## src/include/joy_regs.svh

```systemverilog
/*
 Register offsets, field positions and reset values of the joystick encoder register bank.
 Assumes it is included by bare name from the register bank module.
*/
`ifndef JOY_REGS_SVH
`define JOY_REGS_SVH

// ======================================================================
// Register offsets
`define OFS_MAKER 8'h0c
`define OFS_VERSION 8'h0d
`define OFS_STEP 8'h0e
`define OFS_CONTROL 8'h0f
`define OFS_X_RESULT 8'h10
`define OFS_Y_RESULT 8'h11
`define OFS_LEFT_THR 8'h12
`define OFS_RIGHT_THR 8'h13
`define OFS_TOP_THR 8'h14
`define OFS_BOTTOM_THR 8'h15
`define OFS_CH4_NEG_HI 8'h16
`define OFS_CH4_NEG_LO 8'h17
`define OFS_CH4_POS_HI 8'h18
`define OFS_CH4_POS_LO 8'h19
`define OFS_SCALE 8'h2d
`define OFS_POLARITY 8'h2e

// ======================================================================
// Control and polarity register field positions
`define CTL_IDLE_BIT 7
`define CTL_PERIOD_HI 6
`define CTL_PERIOD_LO 4
`define CTL_IRQ_OFF_BIT 3
`define CTL_IRQ_SEL_BIT 2
`define CTL_SOFT_RST_BIT 1
`define CTL_VALID_BIT 0
`define POL_INVERT_BIT 1

// ======================================================================
// Reset values
`define RST_CONTROL_RW 8'hf0
`define RST_RESULT 8'h00
`define RST_POS_THR 8'h05
`define RST_NEG_THR 8'hfb
`define RST_SAMPLE 12'h000
`define RST_SCALE 8'h09
`define RST_POLARITY 8'h84

`endif

```

## src/include/joy_pkg.sv

```systemverilog
/*
 Types shared by the joystick encoder register bank.
 Assumes joy_regs.svh is on the include path.
*/
package joy_pkg;
    // Register address and data
    typedef logic [7:0] reg_addr_t;
    typedef logic [7:0] reg_data_t;
    // Raw channel sample
    typedef logic signed [11:0] sample_t;
    // Operating mode
    typedef enum logic {MODE_LOW_POWER, MODE_IDLE} op_mode_t;
endpackage

```

## src/verilog/joy_window_check.sv

```systemverilog
/*
 Threshold window test for one new coordinate pair.
 Assumes signed two's-complement operands on the same clock.
*/
`timescale 1ns/100ps
module joy_window_check (
    // Coordinates
    input wire logic signed [7:0] x_i,
    input wire logic signed [7:0] y_i,
    // Boundaries
    input wire logic signed [7:0] left_i,
    input wire logic signed [7:0] right_i,
    input wire logic signed [7:0] top_i,
    input wire logic signed [7:0] bottom_i,
    // Result
    output logic outside_o
);
    // ==================================================================
    // Window compare
    // Left/top are positive bounds, right/bottom negative ones
    always_comb begin
        outside_o = (x_i > left_i) || (x_i < right_i) || (y_i > top_i) || (y_i < bottom_i);
    end
endmodule // joy_window_check

```

## src/verilog/joy_sample_split.sv

```systemverilog
/*
 Splits a 12-bit sample into a sign-extended high byte and a low byte.
 Assumes a registered sample on its input.
*/
`timescale 1ns/100ps
module joy_sample_split (
    // Sample
    input wire logic [11:0] sample_i,
    // Bytes
    output logic [7:0] high_o,
    output logic [7:0] low_o
);
    // ==================================================================
    // Byte split
    always_comb begin
        high_o = {{4{sample_i[11]}}, sample_i[11:8]};
        low_o = sample_i[7:0];
    end
endmodule // joy_sample_split

```

## src/verilog/joy_register_bank.sv

```systemverilog
/*
 Register bank of a magnetic two-axis joystick encoder.
 Assumes an I2C slave engine in front supplies byte accesses and read-done strobes,
 and a measuring core supplies results and channel-4 samples, all on CLK_I.
*/
`timescale 1ns/100ps
`include "joy_regs.svh"
module joy_register_bank #(
    parameter logic [7:0] MAKER_CODE = 8'h5a,   // Arbitrary value
    parameter logic [7:0] VERSION_CODE = 8'h31, // Arbitrary value
    parameter logic [7:0] STEP_CODE = 8'h01     // Arbitrary value
) (
    // Clock and reset
    input wire logic CLK_I,
    input wire logic RESET_I,
    // Register access from the serial slave engine
    input wire joy_pkg::reg_addr_t ADDR_I,
    input wire logic WR_STB_I,
    input wire joy_pkg::reg_data_t WR_DATA_I,
    input wire logic RD_STB_I,
    input wire logic RD_ACK_DONE_I,
    output joy_pkg::reg_data_t RD_DATA_O,
    // Measuring core
    input wire logic CALC_BUSY_I,
    input wire logic CALC_DONE_I,
    input wire logic [7:0] X_NEW_I,
    input wire logic [7:0] Y_NEW_I,
    input wire logic SAMPLE_STB_I,
    input wire joy_pkg::sample_t CH4_NEG_I,
    input wire joy_pkg::sample_t CH4_POS_I,
    // Core configuration
    output joy_pkg::op_mode_t MODE_O,
    output logic [2:0] READOUT_PERIOD_O,
    output logic [7:0] SCALE_O,
    output logic INVERT_SPIN_O,
    output logic [7:0] TEST_BITS_O,
    // Interrupt pin, open drain
    output logic MOTION_IRQ_OUT_O,
    output logic MOTION_IRQ_OUT_OE_O
);
    import joy_pkg::*;

    // ==================================================================
    // State
    logic [7:0] ctl_q;            // Writable control bits 7:2, bits 1:0 held at zero
    logic valid_q;                // Data valid flag
    logic [7:0] x_q;              // X result
    logic [7:0] y_q;              // Y result
    logic [7:0] left_q;           // Left boundary
    logic [7:0] right_q;          // Right boundary
    logic [7:0] top_q;            // Top boundary
    logic [7:0] bottom_q;         // Bottom boundary
    sample_t neg_q;               // Channel-4 negative phase
    sample_t pos_q;               // Channel-4 positive phase
    logic [7:0] scale_q;          // Coordinate scale
    logic [7:0] pol_q;            // Polarity and test bits
    logic irq_q;                  // Pending interrupt
    logic y_read_q;               // Y readback awaiting acknowledge
    reg_data_t rd_d;              // Read mux
    logic soft_rst;               // Soft reset request
    logic outside;                // Pair outside the window
    logic irq_set;                // New interrupt event
    logic [7:0] neg_hi, neg_lo, pos_hi, pos_lo;

    // Write decode
    function automatic logic wr_hit(input reg_addr_t a);
        wr_hit = WR_STB_I && (ADDR_I == a);
    endfunction
    // Soft reset when one is written into bit 1 of the control register
    assign soft_rst = wr_hit(`OFS_CONTROL) && WR_DATA_I[`CTL_SOFT_RST_BIT];

    // ==================================================================
    // Control register
    // Soft reset bit self-clears since it restores the reset value
    always_ff @(posedge CLK_I or posedge RESET_I) begin
        if (RESET_I) begin
            ctl_q <= `RST_CONTROL_RW;
        end else if (soft_rst) begin
            ctl_q <= `RST_CONTROL_RW;
        end else if (wr_hit(`OFS_CONTROL)) begin
            ctl_q <= {WR_DATA_I[7:2], 2'b00};
        end
    end
    // Mode and readout period to the core
    assign MODE_O = ctl_q[`CTL_IDLE_BIT] ? MODE_IDLE : MODE_LOW_POWER;
    assign READOUT_PERIOD_O = ctl_q[`CTL_PERIOD_HI:`CTL_PERIOD_LO];
    // ==================================================================
    // Data valid flag
    // Cleared while the core calculates, set on completion; done wins
    always_ff @(posedge CLK_I or posedge RESET_I) begin
        if (RESET_I) begin
            valid_q <= 1'b0;
        end else if (soft_rst) begin
            valid_q <= 1'b0;
        end else if (CALC_DONE_I) begin
            valid_q <= 1'b1;
        end else if (CALC_BUSY_I) begin
            valid_q <= 1'b0;
        end
    end
    // ==================================================================
    // Coordinate results
    // Both captured on the same done pulse so a pair never tears
    always_ff @(posedge CLK_I or posedge RESET_I) begin
        if (RESET_I) begin
            x_q <= `RST_RESULT;
            y_q <= `RST_RESULT;
        end else if (soft_rst) begin
            x_q <= `RST_RESULT;
            y_q <= `RST_RESULT;
        end else if (CALC_DONE_I) begin
            x_q <= X_NEW_I;
            y_q <= Y_NEW_I;
        end
    end
    // ==================================================================
    // Wake thresholds
    always_ff @(posedge CLK_I or posedge RESET_I) begin
        if (RESET_I) begin
            left_q <= `RST_POS_THR;
            right_q <= `RST_NEG_THR;
            top_q <= `RST_POS_THR;
            bottom_q <= `RST_NEG_THR;
        end else if (soft_rst) begin
            left_q <= `RST_POS_THR;
            right_q <= `RST_NEG_THR;
            top_q <= `RST_POS_THR;
            bottom_q <= `RST_NEG_THR;
        end else begin
            // One register per write
            if (wr_hit(`OFS_LEFT_THR)) begin
                left_q <= WR_DATA_I;
            end
            if (wr_hit(`OFS_RIGHT_THR)) begin
                right_q <= WR_DATA_I;
            end
            if (wr_hit(`OFS_TOP_THR)) begin
                top_q <= WR_DATA_I;
            end
            if (wr_hit(`OFS_BOTTOM_THR)) begin
                bottom_q <= WR_DATA_I;
            end
        end
    end
    // ==================================================================
    // Channel-4 samples, one per spinning phase
    always_ff @(posedge CLK_I or posedge RESET_I) begin
        if (RESET_I) begin
            neg_q <= `RST_SAMPLE;
            pos_q <= `RST_SAMPLE;
        end else if (soft_rst) begin
            neg_q <= `RST_SAMPLE;
            pos_q <= `RST_SAMPLE;
        end else if (SAMPLE_STB_I) begin
            neg_q <= CH4_NEG_I;
            pos_q <= CH4_POS_I;
        end
    end
    // Byte views of the samples
    joy_sample_split u_neg_split (
        .sample_i(neg_q),
        .high_o(neg_hi),
        .low_o(neg_lo)
    );
    joy_sample_split u_pos_split (
        .sample_i(pos_q),
        .high_o(pos_hi),
        .low_o(pos_lo)
    );
    // ==================================================================
    // Scale and polarity registers
    always_ff @(posedge CLK_I or posedge RESET_I) begin
        if (RESET_I) begin
            scale_q <= `RST_SCALE;
            pol_q <= `RST_POLARITY;
        end else if (soft_rst) begin
            scale_q <= `RST_SCALE;
            pol_q <= `RST_POLARITY;
        end else begin
            // Host is expected to load 06h here after power-up
            if (wr_hit(`OFS_SCALE)) begin
                scale_q <= WR_DATA_I;
            end
            // Test bits stored as written; host keeps them fixed
            if (wr_hit(`OFS_POLARITY)) begin
                pol_q <= WR_DATA_I;
            end
        end
    end
    // Configuration to the core
    assign SCALE_O = scale_q;
    assign INVERT_SPIN_O = pol_q[`POL_INVERT_BIT];
    assign TEST_BITS_O = pol_q;
    // ==================================================================
    // Interrupt
    joy_window_check u_window (
        .x_i(X_NEW_I),
        .y_i(Y_NEW_I),
        .left_i(left_q),
        .right_i(right_q),
        .top_i(top_q),
        .bottom_i(bottom_q),
        .outside_o(outside)
    );
    // New pair, optionally gated by the window, suppressed when disabled
    assign irq_set = CALC_DONE_I && !ctl_q[`CTL_IRQ_OFF_BIT] &&
                     (!ctl_q[`CTL_IRQ_SEL_BIT] || outside);
    // Remember a Y readback until its acknowledge has gone by
    always_ff @(posedge CLK_I or posedge RESET_I) begin
        if (RESET_I) begin
            y_read_q <= 1'b0;
        end else if (RD_STB_I && ADDR_I == `OFS_Y_RESULT) begin
            y_read_q <= 1'b1;
        end else if (RD_ACK_DONE_I) begin
            y_read_q <= 1'b0;
        end
    end
    // Pending flag; a new event wins over the clear
    always_ff @(posedge CLK_I or posedge RESET_I) begin
        if (RESET_I) begin
            irq_q <= 1'b0;
        end else if (irq_set) begin
            irq_q <= 1'b1;
        end else if (soft_rst || ctl_q[`CTL_IRQ_OFF_BIT]) begin
            irq_q <= 1'b0;
        end else if (y_read_q && RD_ACK_DONE_I) begin
            irq_q <= 1'b0;
        end
    end
    // Open drain: drive low while pending, else released
    assign MOTION_IRQ_OUT_O = 1'b0;
    assign MOTION_IRQ_OUT_OE_O = irq_q;

    // ==================================================================
    // Read mux
    always_comb begin
        case (ADDR_I)
            `OFS_MAKER: rd_d = MAKER_CODE;
            `OFS_VERSION: rd_d = VERSION_CODE;
            `OFS_STEP: rd_d = STEP_CODE;
            `OFS_CONTROL: rd_d = {ctl_q[7:2], 1'b0, valid_q};
            `OFS_X_RESULT: rd_d = x_q;
            `OFS_Y_RESULT: rd_d = y_q;
            `OFS_LEFT_THR: rd_d = left_q;
            `OFS_RIGHT_THR: rd_d = right_q;
            `OFS_TOP_THR: rd_d = top_q;
            `OFS_BOTTOM_THR: rd_d = bottom_q;
            `OFS_CH4_NEG_HI: rd_d = neg_hi;
            `OFS_CH4_NEG_LO: rd_d = neg_lo;
            `OFS_CH4_POS_HI: rd_d = pos_hi;
            `OFS_CH4_POS_LO: rd_d = pos_lo;
            `OFS_SCALE: rd_d = scale_q;
            `OFS_POLARITY: rd_d = pol_q;
            default: rd_d = 8'h00;
        endcase
    end
    // Read data registered on the read strobe
    always_ff @(posedge CLK_I or posedge RESET_I) begin
        if (RESET_I) begin
            RD_DATA_O <= 8'h00;
        end else if (RD_STB_I) begin
            RD_DATA_O <= rd_d;
        end
    end

    // ==================================================================
    // Checks
    property p_irq_on_pair;
        @(posedge CLK_I) disable iff (RESET_I)
        (CALC_DONE_I && !ctl_q[`CTL_IRQ_OFF_BIT] && !ctl_q[`CTL_IRQ_SEL_BIT])
            |=> MOTION_IRQ_OUT_OE_O;
    endproperty
    a_irq_on_pair: assert property (p_irq_on_pair) else $error("no irq on new pair");
    property p_irq_window;
        @(posedge CLK_I) disable iff (RESET_I)
        (CALC_DONE_I && ctl_q[`CTL_IRQ_SEL_BIT] && !outside && !MOTION_IRQ_OUT_OE_O)
            |=> !MOTION_IRQ_OUT_OE_O;
    endproperty
    a_irq_window: assert property (p_irq_window) else $error("irq inside window");
    property p_irq_off;
        @(posedge CLK_I) disable iff (RESET_I)
        ($past(ctl_q[`CTL_IRQ_OFF_BIT]) && ctl_q[`CTL_IRQ_OFF_BIT]) |-> !MOTION_IRQ_OUT_OE_O;
    endproperty
    a_irq_off: assert property (p_irq_off) else $error("irq while disabled");
    property p_y_clear;
        @(posedge CLK_I) disable iff (RESET_I)
        (y_read_q && RD_ACK_DONE_I && !irq_set) |=> !MOTION_IRQ_OUT_OE_O;
    endproperty
    a_y_clear: assert property (p_y_clear) else $error("irq kept after Y read");
    property p_pair;
        @(posedge CLK_I) disable iff (RESET_I)
        CALC_DONE_I && !soft_rst |=> (x_q == $past(X_NEW_I)) && (y_q == $past(Y_NEW_I)) && valid_q;
    endproperty
    a_pair: assert property (p_pair) else $error("pair not captured");
    property p_soft_rst;
        @(posedge CLK_I) disable iff (RESET_I)
        soft_rst |=> (scale_q == `RST_SCALE) && (pol_q == `RST_POLARITY) &&
            (left_q == `RST_POS_THR) && (ctl_q == `RST_CONTROL_RW);
    endproperty
    a_soft_rst: assert property (p_soft_rst) else $error("soft reset incomplete");
    property p_scale;
        @(posedge CLK_I) disable iff (RESET_I)
        (WR_STB_I && ADDR_I == `OFS_SCALE && !soft_rst) |=> SCALE_O == $past(WR_DATA_I);
    endproperty
    a_scale: assert property (p_scale) else $error("scale not applied");
    property p_stable_results;
        @(posedge CLK_I) disable iff (RESET_I)
        (!CALC_DONE_I && !soft_rst) |=> $stable(x_q) && $stable(y_q);
    endproperty
    a_stable_results: assert property (p_stable_results) else $error("results moved");
    property p_id;
        @(posedge CLK_I) disable iff (RESET_I)
        (RD_STB_I && ADDR_I == `OFS_MAKER) |=> RD_DATA_O == MAKER_CODE;
    endproperty
    a_id: assert property (p_id) else $error("maker code wrong");
endmodule // joy_register_bank

```

## config.mk

```make
export PLATFORM = sky130hd
export DESIGN_NAME = joy_register_bank
export DESIGN_NICKNAME = d
export VERILOG_FILES = /design/src/include/joy_pkg.sv /design/src/verilog/joy_window_check.sv /design/src/verilog/joy_sample_split.sv /design/src/verilog/joy_register_bank.sv
export VERILOG_INCLUDE_DIRS = /design/src /design/src/include
export SDC_FILE = /design/constraint.sdc
export NUM_CORES = 1
export LEC_CHECK = 0
export BUFFER_PORTS_ARGS = -buffer_cell sky130_fd_sc_hd__buf_2
export CORE_MARGIN = 3
export CORE_UTILIZATION = 50
export DETAILED_ROUTE_END_ITERATION = 10
export PLACE_DENSITY_LB_ADDON = 0.1
export SLEW_MARGIN = 20
export SYNTH_ARGS = -nofsm -noshare
export SYNTH_HDL_FRONTEND = slang
export SYNTH_SLANG_ARGS = --single-unit
```

## constraint.sdc

```tcl
create_clock -name CLK_I -period 3.7 [get_ports CLK_I]
set_clock_uncertainty 0.15 [all_clocks]
set_input_delay 1.11 -clock CLK_I [delete_from_list [all_inputs] [get_ports CLK_I]]
set_output_delay 1.11 -clock CLK_I [all_outputs]
set_load 0.01 [all_outputs]
```

Word level (Yosys, flattened, before mapping)
Index checks and enable logic that the tools add are counted.
{"block": "classes", "order_cmp": 4, "eq_ne": 16, "muxes": 32, "reduce_logical": 31}
{"op": "$mux 8", "count": 18}
{"op": "$pmux 8 s16", "count": 1}
{"op": "$eq 8x5->1 const B", "count": 10}
{"op": "$mux 12", "count": 4}
{"op": "$eq 8x4->1 const B", "count": 4}
{"op": "$reduce_bool 2->1", "count": 10}
{"op": "$eq 8x6->1 const B", "count": 2}
{"op": "$gt 8x8->1", "count": 2}
{"op": "$lt 8x8->1", "count": 2}
{"op": "$logic_and 1x1->1", "count": 12}
{"op": "$mux 1", "count": 9}
{"op": "$reduce_bool 3->1", "count": 2}
{"op": "$logic_or 1x1->1", "count": 5}
{"op": "$logic_not 1->1", "count": 2}
{"block": "word_totals", "ff_bits": 107, "in_bits": 64, "output_inout_bits": 31}

Depth between registers and ports, before layout
{"block": "depth", "depth_word": 7, "depth_mapped": 8, "mapped_depth_nobuf": 8}

Modules after synthesis
A second synthesis with hierarchy kept.
{"block": "hier_totals", "hier_cells": 666, "area_unflattened_um2": 6541.3}
{"module": "joy_register_bank", "instances": 1, "cells_per_inst": 526, "area_each_um2": 5516.5}
{"module": "joy_window_check", "instances": 1, "cells_per_inst": 108, "area_each_um2": 784.5}
{"module": "joy_sample_split", "instances": 2, "cells_per_inst": 16, "area_each_um2": 120.1}

Worst setup path before layout
No wires, ideal clock.
{"block": "synth_path", "path_kind": "input port to flip-flop", "startpoint": "in ADDR_I[7]", "endpoint": "reg top_q[4]", "setup_time_ns": 0.132, "arrival_time_ns": 2.455, "required_time_ns": 3.418, "path_slack_ns": 0.964, "path_stages": 5, "path_buffers": 0, "cell_sequence": "or4b_4 nor3_4 nand3_2 mux2i_1 nor2_1"}
{"block": "synth_between", "elab_chain_len": 4, "elab_cells_between_ends": 7, "cone_classes": "eq/ne (2); mux (1); reduce/logical (4)"}
{"element": "from (decl)", "line_no": "joy_register_bank.sv:17", "source": "input wire joy_pkg::reg_addr_t ADDR_I,"}
{"element": "$eq 8x4->1", "line_no": "joy_register_bank.sv:67", "source": "wr_hit = WR_STB_I && (ADDR_I == a);"}
{"element": "$logic_and 1x1->1", "line_no": "joy_register_bank.sv:67"}
{"element": "$logic_and 1x1->1", "line_no": "joy_register_bank.sv:70", "source": "assign soft_rst = wr_hit(`OFS_CONTROL) && WR_DATA_I[`CTL_SOFT_RST_BIT];"}
{"element": "$mux 8 / $reduce_bool 2->1 (equally long branches)"}
{"element": "to (signal assigned)", "line_no": "joy_register_bank.sv:122", "source": "top_q <= `RST_POS_THR;"}
{"element": "to (signal assigned)", "line_no": "joy_register_bank.sv:127", "source": "top_q <= `RST_POS_THR;"}
{"element": "to (decl)", "line_no": "joy_register_bank.sv:51", "source": "logic [7:0] top_q;"}
Parallel ways exist; a longest one is shown, timed or not.
A chain may end at the register's enable or synchronous reset.

Worst setup path in the final report
{"block": "layout_path", "startpoint": "in ADDR_I[1]", "endpoint": "reg RD_DATA_O[6]"}
{"block": "layout_between", "elab_chain_len": 2, "elab_cells_between_ends": 17, "cone_classes": "eq/ne (16); mux (1)"}
{"element": "$eq 8x6->1 (tied with other cells)", "line_no": "joy_register_bank.sv:237", "source": "case (ADDR_I)"}
{"element": "$pmux 8 s16 (*)", "line_no": "joy_register_bank.sv:237"}
{"element": "to (signal assigned)", "line_no": "joy_register_bank.sv:262", "source": "RD_DATA_O <= rd_d;"}
{"element": "to (decl)", "line_no": "joy_register_bank.sv:22", "source": "output joy_pkg::reg_data_t RD_DATA_O,"}
Mark *: on every way between the ends. The rest lies on a longest branch, timed or not.

==> results.json <==
{
  "wirelength_mm": 19.3,
  "worstPathCellList": "buf_2, nor2b_1, buf_4, and3_1, a32oi_1, o21ai_0, a2111oi_0, o22ai_1",
  "dieWidth_um": 116,
  "synth_area_leaders": "dfrtp_1 33%, mux2i_1 13%, dfstp_2 11%, ha_1 6.2%, nor2_1 5.0%",
  "h-tree-depth": 3,
  "clk_pin_slew_worst_paths_ps": 70,
  "worst_pin_slew_ps": 806,
  "fin_cells": 846,
  "worstPathRequired_ps": 3760,
  "async_flop_share_pct": 100,
  "drc": 0,
  "globalplace.congestion": 0.945,
  "grt_pass1_wl_mm": 29.8,
  "rows": 39,
  "reg2reg_from": "bottom_q[7]",
  "seq_area_frac_synth_pct": 44.0,
  "cts-root-buf": "clkbuf_16",
  "grt_overflow_total": 0,
  "synth_top_area_share_pct": 32.7,
  "cts_buffers": 9,
  "holdBufCountCts": 0,
  "cp_slowest_cell": "a2111oi_0",
  "yosys_register_bits": 105,
  "yosysWarnings": 0,
  "synthFlopType": "dfrtp_1",
  "slowest_delay_ps": 490,
  "drive_above_1_share_pct": 22.8,
  "fillerInstances": 1031,
  "drt_iter0_drc": 425,
  "holdPathStages": 2,
  "start_kind": "input port",
  "powerDensity_nw_per_um2": 386,
  "finalHoldViolCount": 0,
  "drt_pre_antenna_iters": 5,
  "final_nets": 792,
  "antennaDiodeCount": 0,
  "path_class": "in -> reg",
  "post_cts_buffers": 0,
  "most-common-layout-cells": "93 x buf_2, 80 x mux2i_1, 80 x nor2_1, 79 x dfrtp_1, 46 x nand2_1",
  "grt_pass1_vias": 5029,
  "die_h_um": 116,
  "grt_usage_pct": 29.9,
  "core_area_um2": 11600,
  "synth_top_area_cell": "dfrtp_1",
  "fmax_ghz": 0.326,
  "grt_max_degree": 43,
  "ios": 95,
  "reg2reg_slack_ps": 1480,
  "leakagePower_nw": 3.55,
  "reg2reg_depth": 8,
  "drv_cap": 0,
  "syn_avg_cell_area_um2": 9.72,
  "slew_viol_final": 0,
  "wl_per_cell_um": 22.8,
  "antenna_found_initial": 0,
  "viasPerCell": 6.00,
  "post-route-period-util_pct": 82.9,
  "synth_edf_count": 0,
  "port_buffers": 93,
  "syn_inst": 622,
  "insertion_delay_ps": 350,
  "setup_viol": 0,
  "clockBufferDepth": 2,
  "worstHoldStart": "ctl_q[5]",
  "place.detailed.hpwl_mm": 14.9,
  "start_util_pct": 52.0,
  "peakVddDrop_v": 0.000333,
  "ctsResizeCount": 0,
  "status": "finished, final reports clean",
  "grt_setup_unrepaired": "no",
  "cts_tree": "yes",
  "crit_fanout": 24,
  "final_common_cell": "buf_2",
  "rr_endpoint": "MOTION_IRQ_OUT_OE_O",
  "hold_path_class": "reg -> reg",
  "postRouteAntennaNets": 0,
  "endpoint_kind": "register",
  "maxSlewHeadroom_pct": 46.2,
  "arrival_ps": 3130,
  "vias": 5080,
  "cts_sinks": 105,
  "dp_cells": 830,
  "syn_to_final_growth_pct": 14.6,
  "min_period_ps": 3070,
  "finalSetupTns_ps": 0,
  "hold_end": "ctl_q[5]",
  "die_area_um2": 13400,
  "syn-num-nets": 716,
  "yosysUniqueCellTypes": 58,
  "synth_area_um2": 6040
}
metal layers:
| metal | track usage, % | wire length (um) |
|---|---|---|
| met5 | 0 | 0 |
| met2 | 47.4 | 9120 |
| met4 | 8.20 | 364 |
| met1 | 42.6 | 8520 |
| met3 | 4.96 | 1260 |
synthesized netlist by cell type (all sizes together), types with 3 or more instances:
cell	instances
nor2	81
mux2i	80
dfrtp	79
nand2	46
inv	43
ha	30
dfstp	26
clkbuf	23
a21oi	21
o21ai	20
buf	18
nand3	14
a22oi	13
o211ai	13
nand2b	11
o22ai	10
a31oi	7
a32oi	7
and3	7
nor2b	7
a21o	5
nand4	5
nor3	5
a211oi	4
a22o	4
a221oi	3
and2	3
and4	3
mux2	3
nand3b	3
o32ai	3
kinds of logic (layout without fill, tap and decap cells):
logic type	after synthesis	after routing	share of synthesized area (%)
other cells	1	1	0.0620
flops	105	105	44.0
simple gates	192	192	15.5
buf+inv	84	165	5.88
compound gates	127	127	14.5
mux	83	83	13.8
fa+ha+maj	30	30	6.21
sequential cells by signal (all words and copies together), names as in the netlist:
register,cells
neg_q,12
pos_q,12
RD_DATA_O,8
SCALE_O,8
TEST_BITS_O,8
bottom_q,8
left_q,8
right_q,8
top_q,8
x_q,8
y_q,8
ctl_q,6
MOTION_IRQ_OUT_OE_O,1
valid_q,1
y_read_q,1
per-stage QoR:
| step | total power [mW] | area (um^2) | hold slack, ps | setup WS, ps | utilization (%) |
|---|---|---|---|---|---|
| floorplan | 1.55 | 6050 | 328 | 964 | - |
| global placement | 1.72 | 6640 | 352 | 263 | 57.1 |
| detailed placement | 1.74 | 6640 | 348 | 337 | 57.1 |
| CTS | 2.69 | 6930 | 360 | 712 | 59.6 |
| global route | 2.79 | 6930 | 395 | 591 | 59.6 |
| finish | 2.67 | 6930 | 361 | 633 | 59.6 |
worst max-delay path: cells and delay by family:
kind / cells / cell delay (ps)
compound gates: 4 / 940
simple gates: 2 / 390
buf+inv: 2 / 670
power breakdown:
group          switching [mW]  leakage [nW]  internal (mW)
Combinational           0.234          2.15          0.157
Clock                   0.425         0.133          0.527
Sequential             0.0762          1.27           1.25
Total                   0.735          3.55           1.94
cell type report:
class	instances	area [um^2]	area share, %
multi-input combinational	433	3030	43.8
timing repair buffer	106	601	8.67
clock buffer	12	236	3.41
inverter	43	165	2.38
sequential	105	2660	38.4
tap	143	179	2.58
clock inverter	4	53.8	0.777
how the worst max path moves through the flow:
stage	slack, ps	startpoint	depth (start not counted)	end
CTS	710	ADDR_I[1]	8	RD_DATA_O[6]
global placement	260	ADDR_I[1]	8	RD_DATA_O[6]
finish	630	ADDR_I[1]	8	RD_DATA_O[6]
global route	590	ADDR_I[1]	8	RD_DATA_O[6]
detailed placement	340	ADDR_I[1]	8	RD_DATA_O[6]
floorplan	960	ADDR_I[7]	5	top_q[4]
No activity file was read; power rests on OpenSTA's default activity.
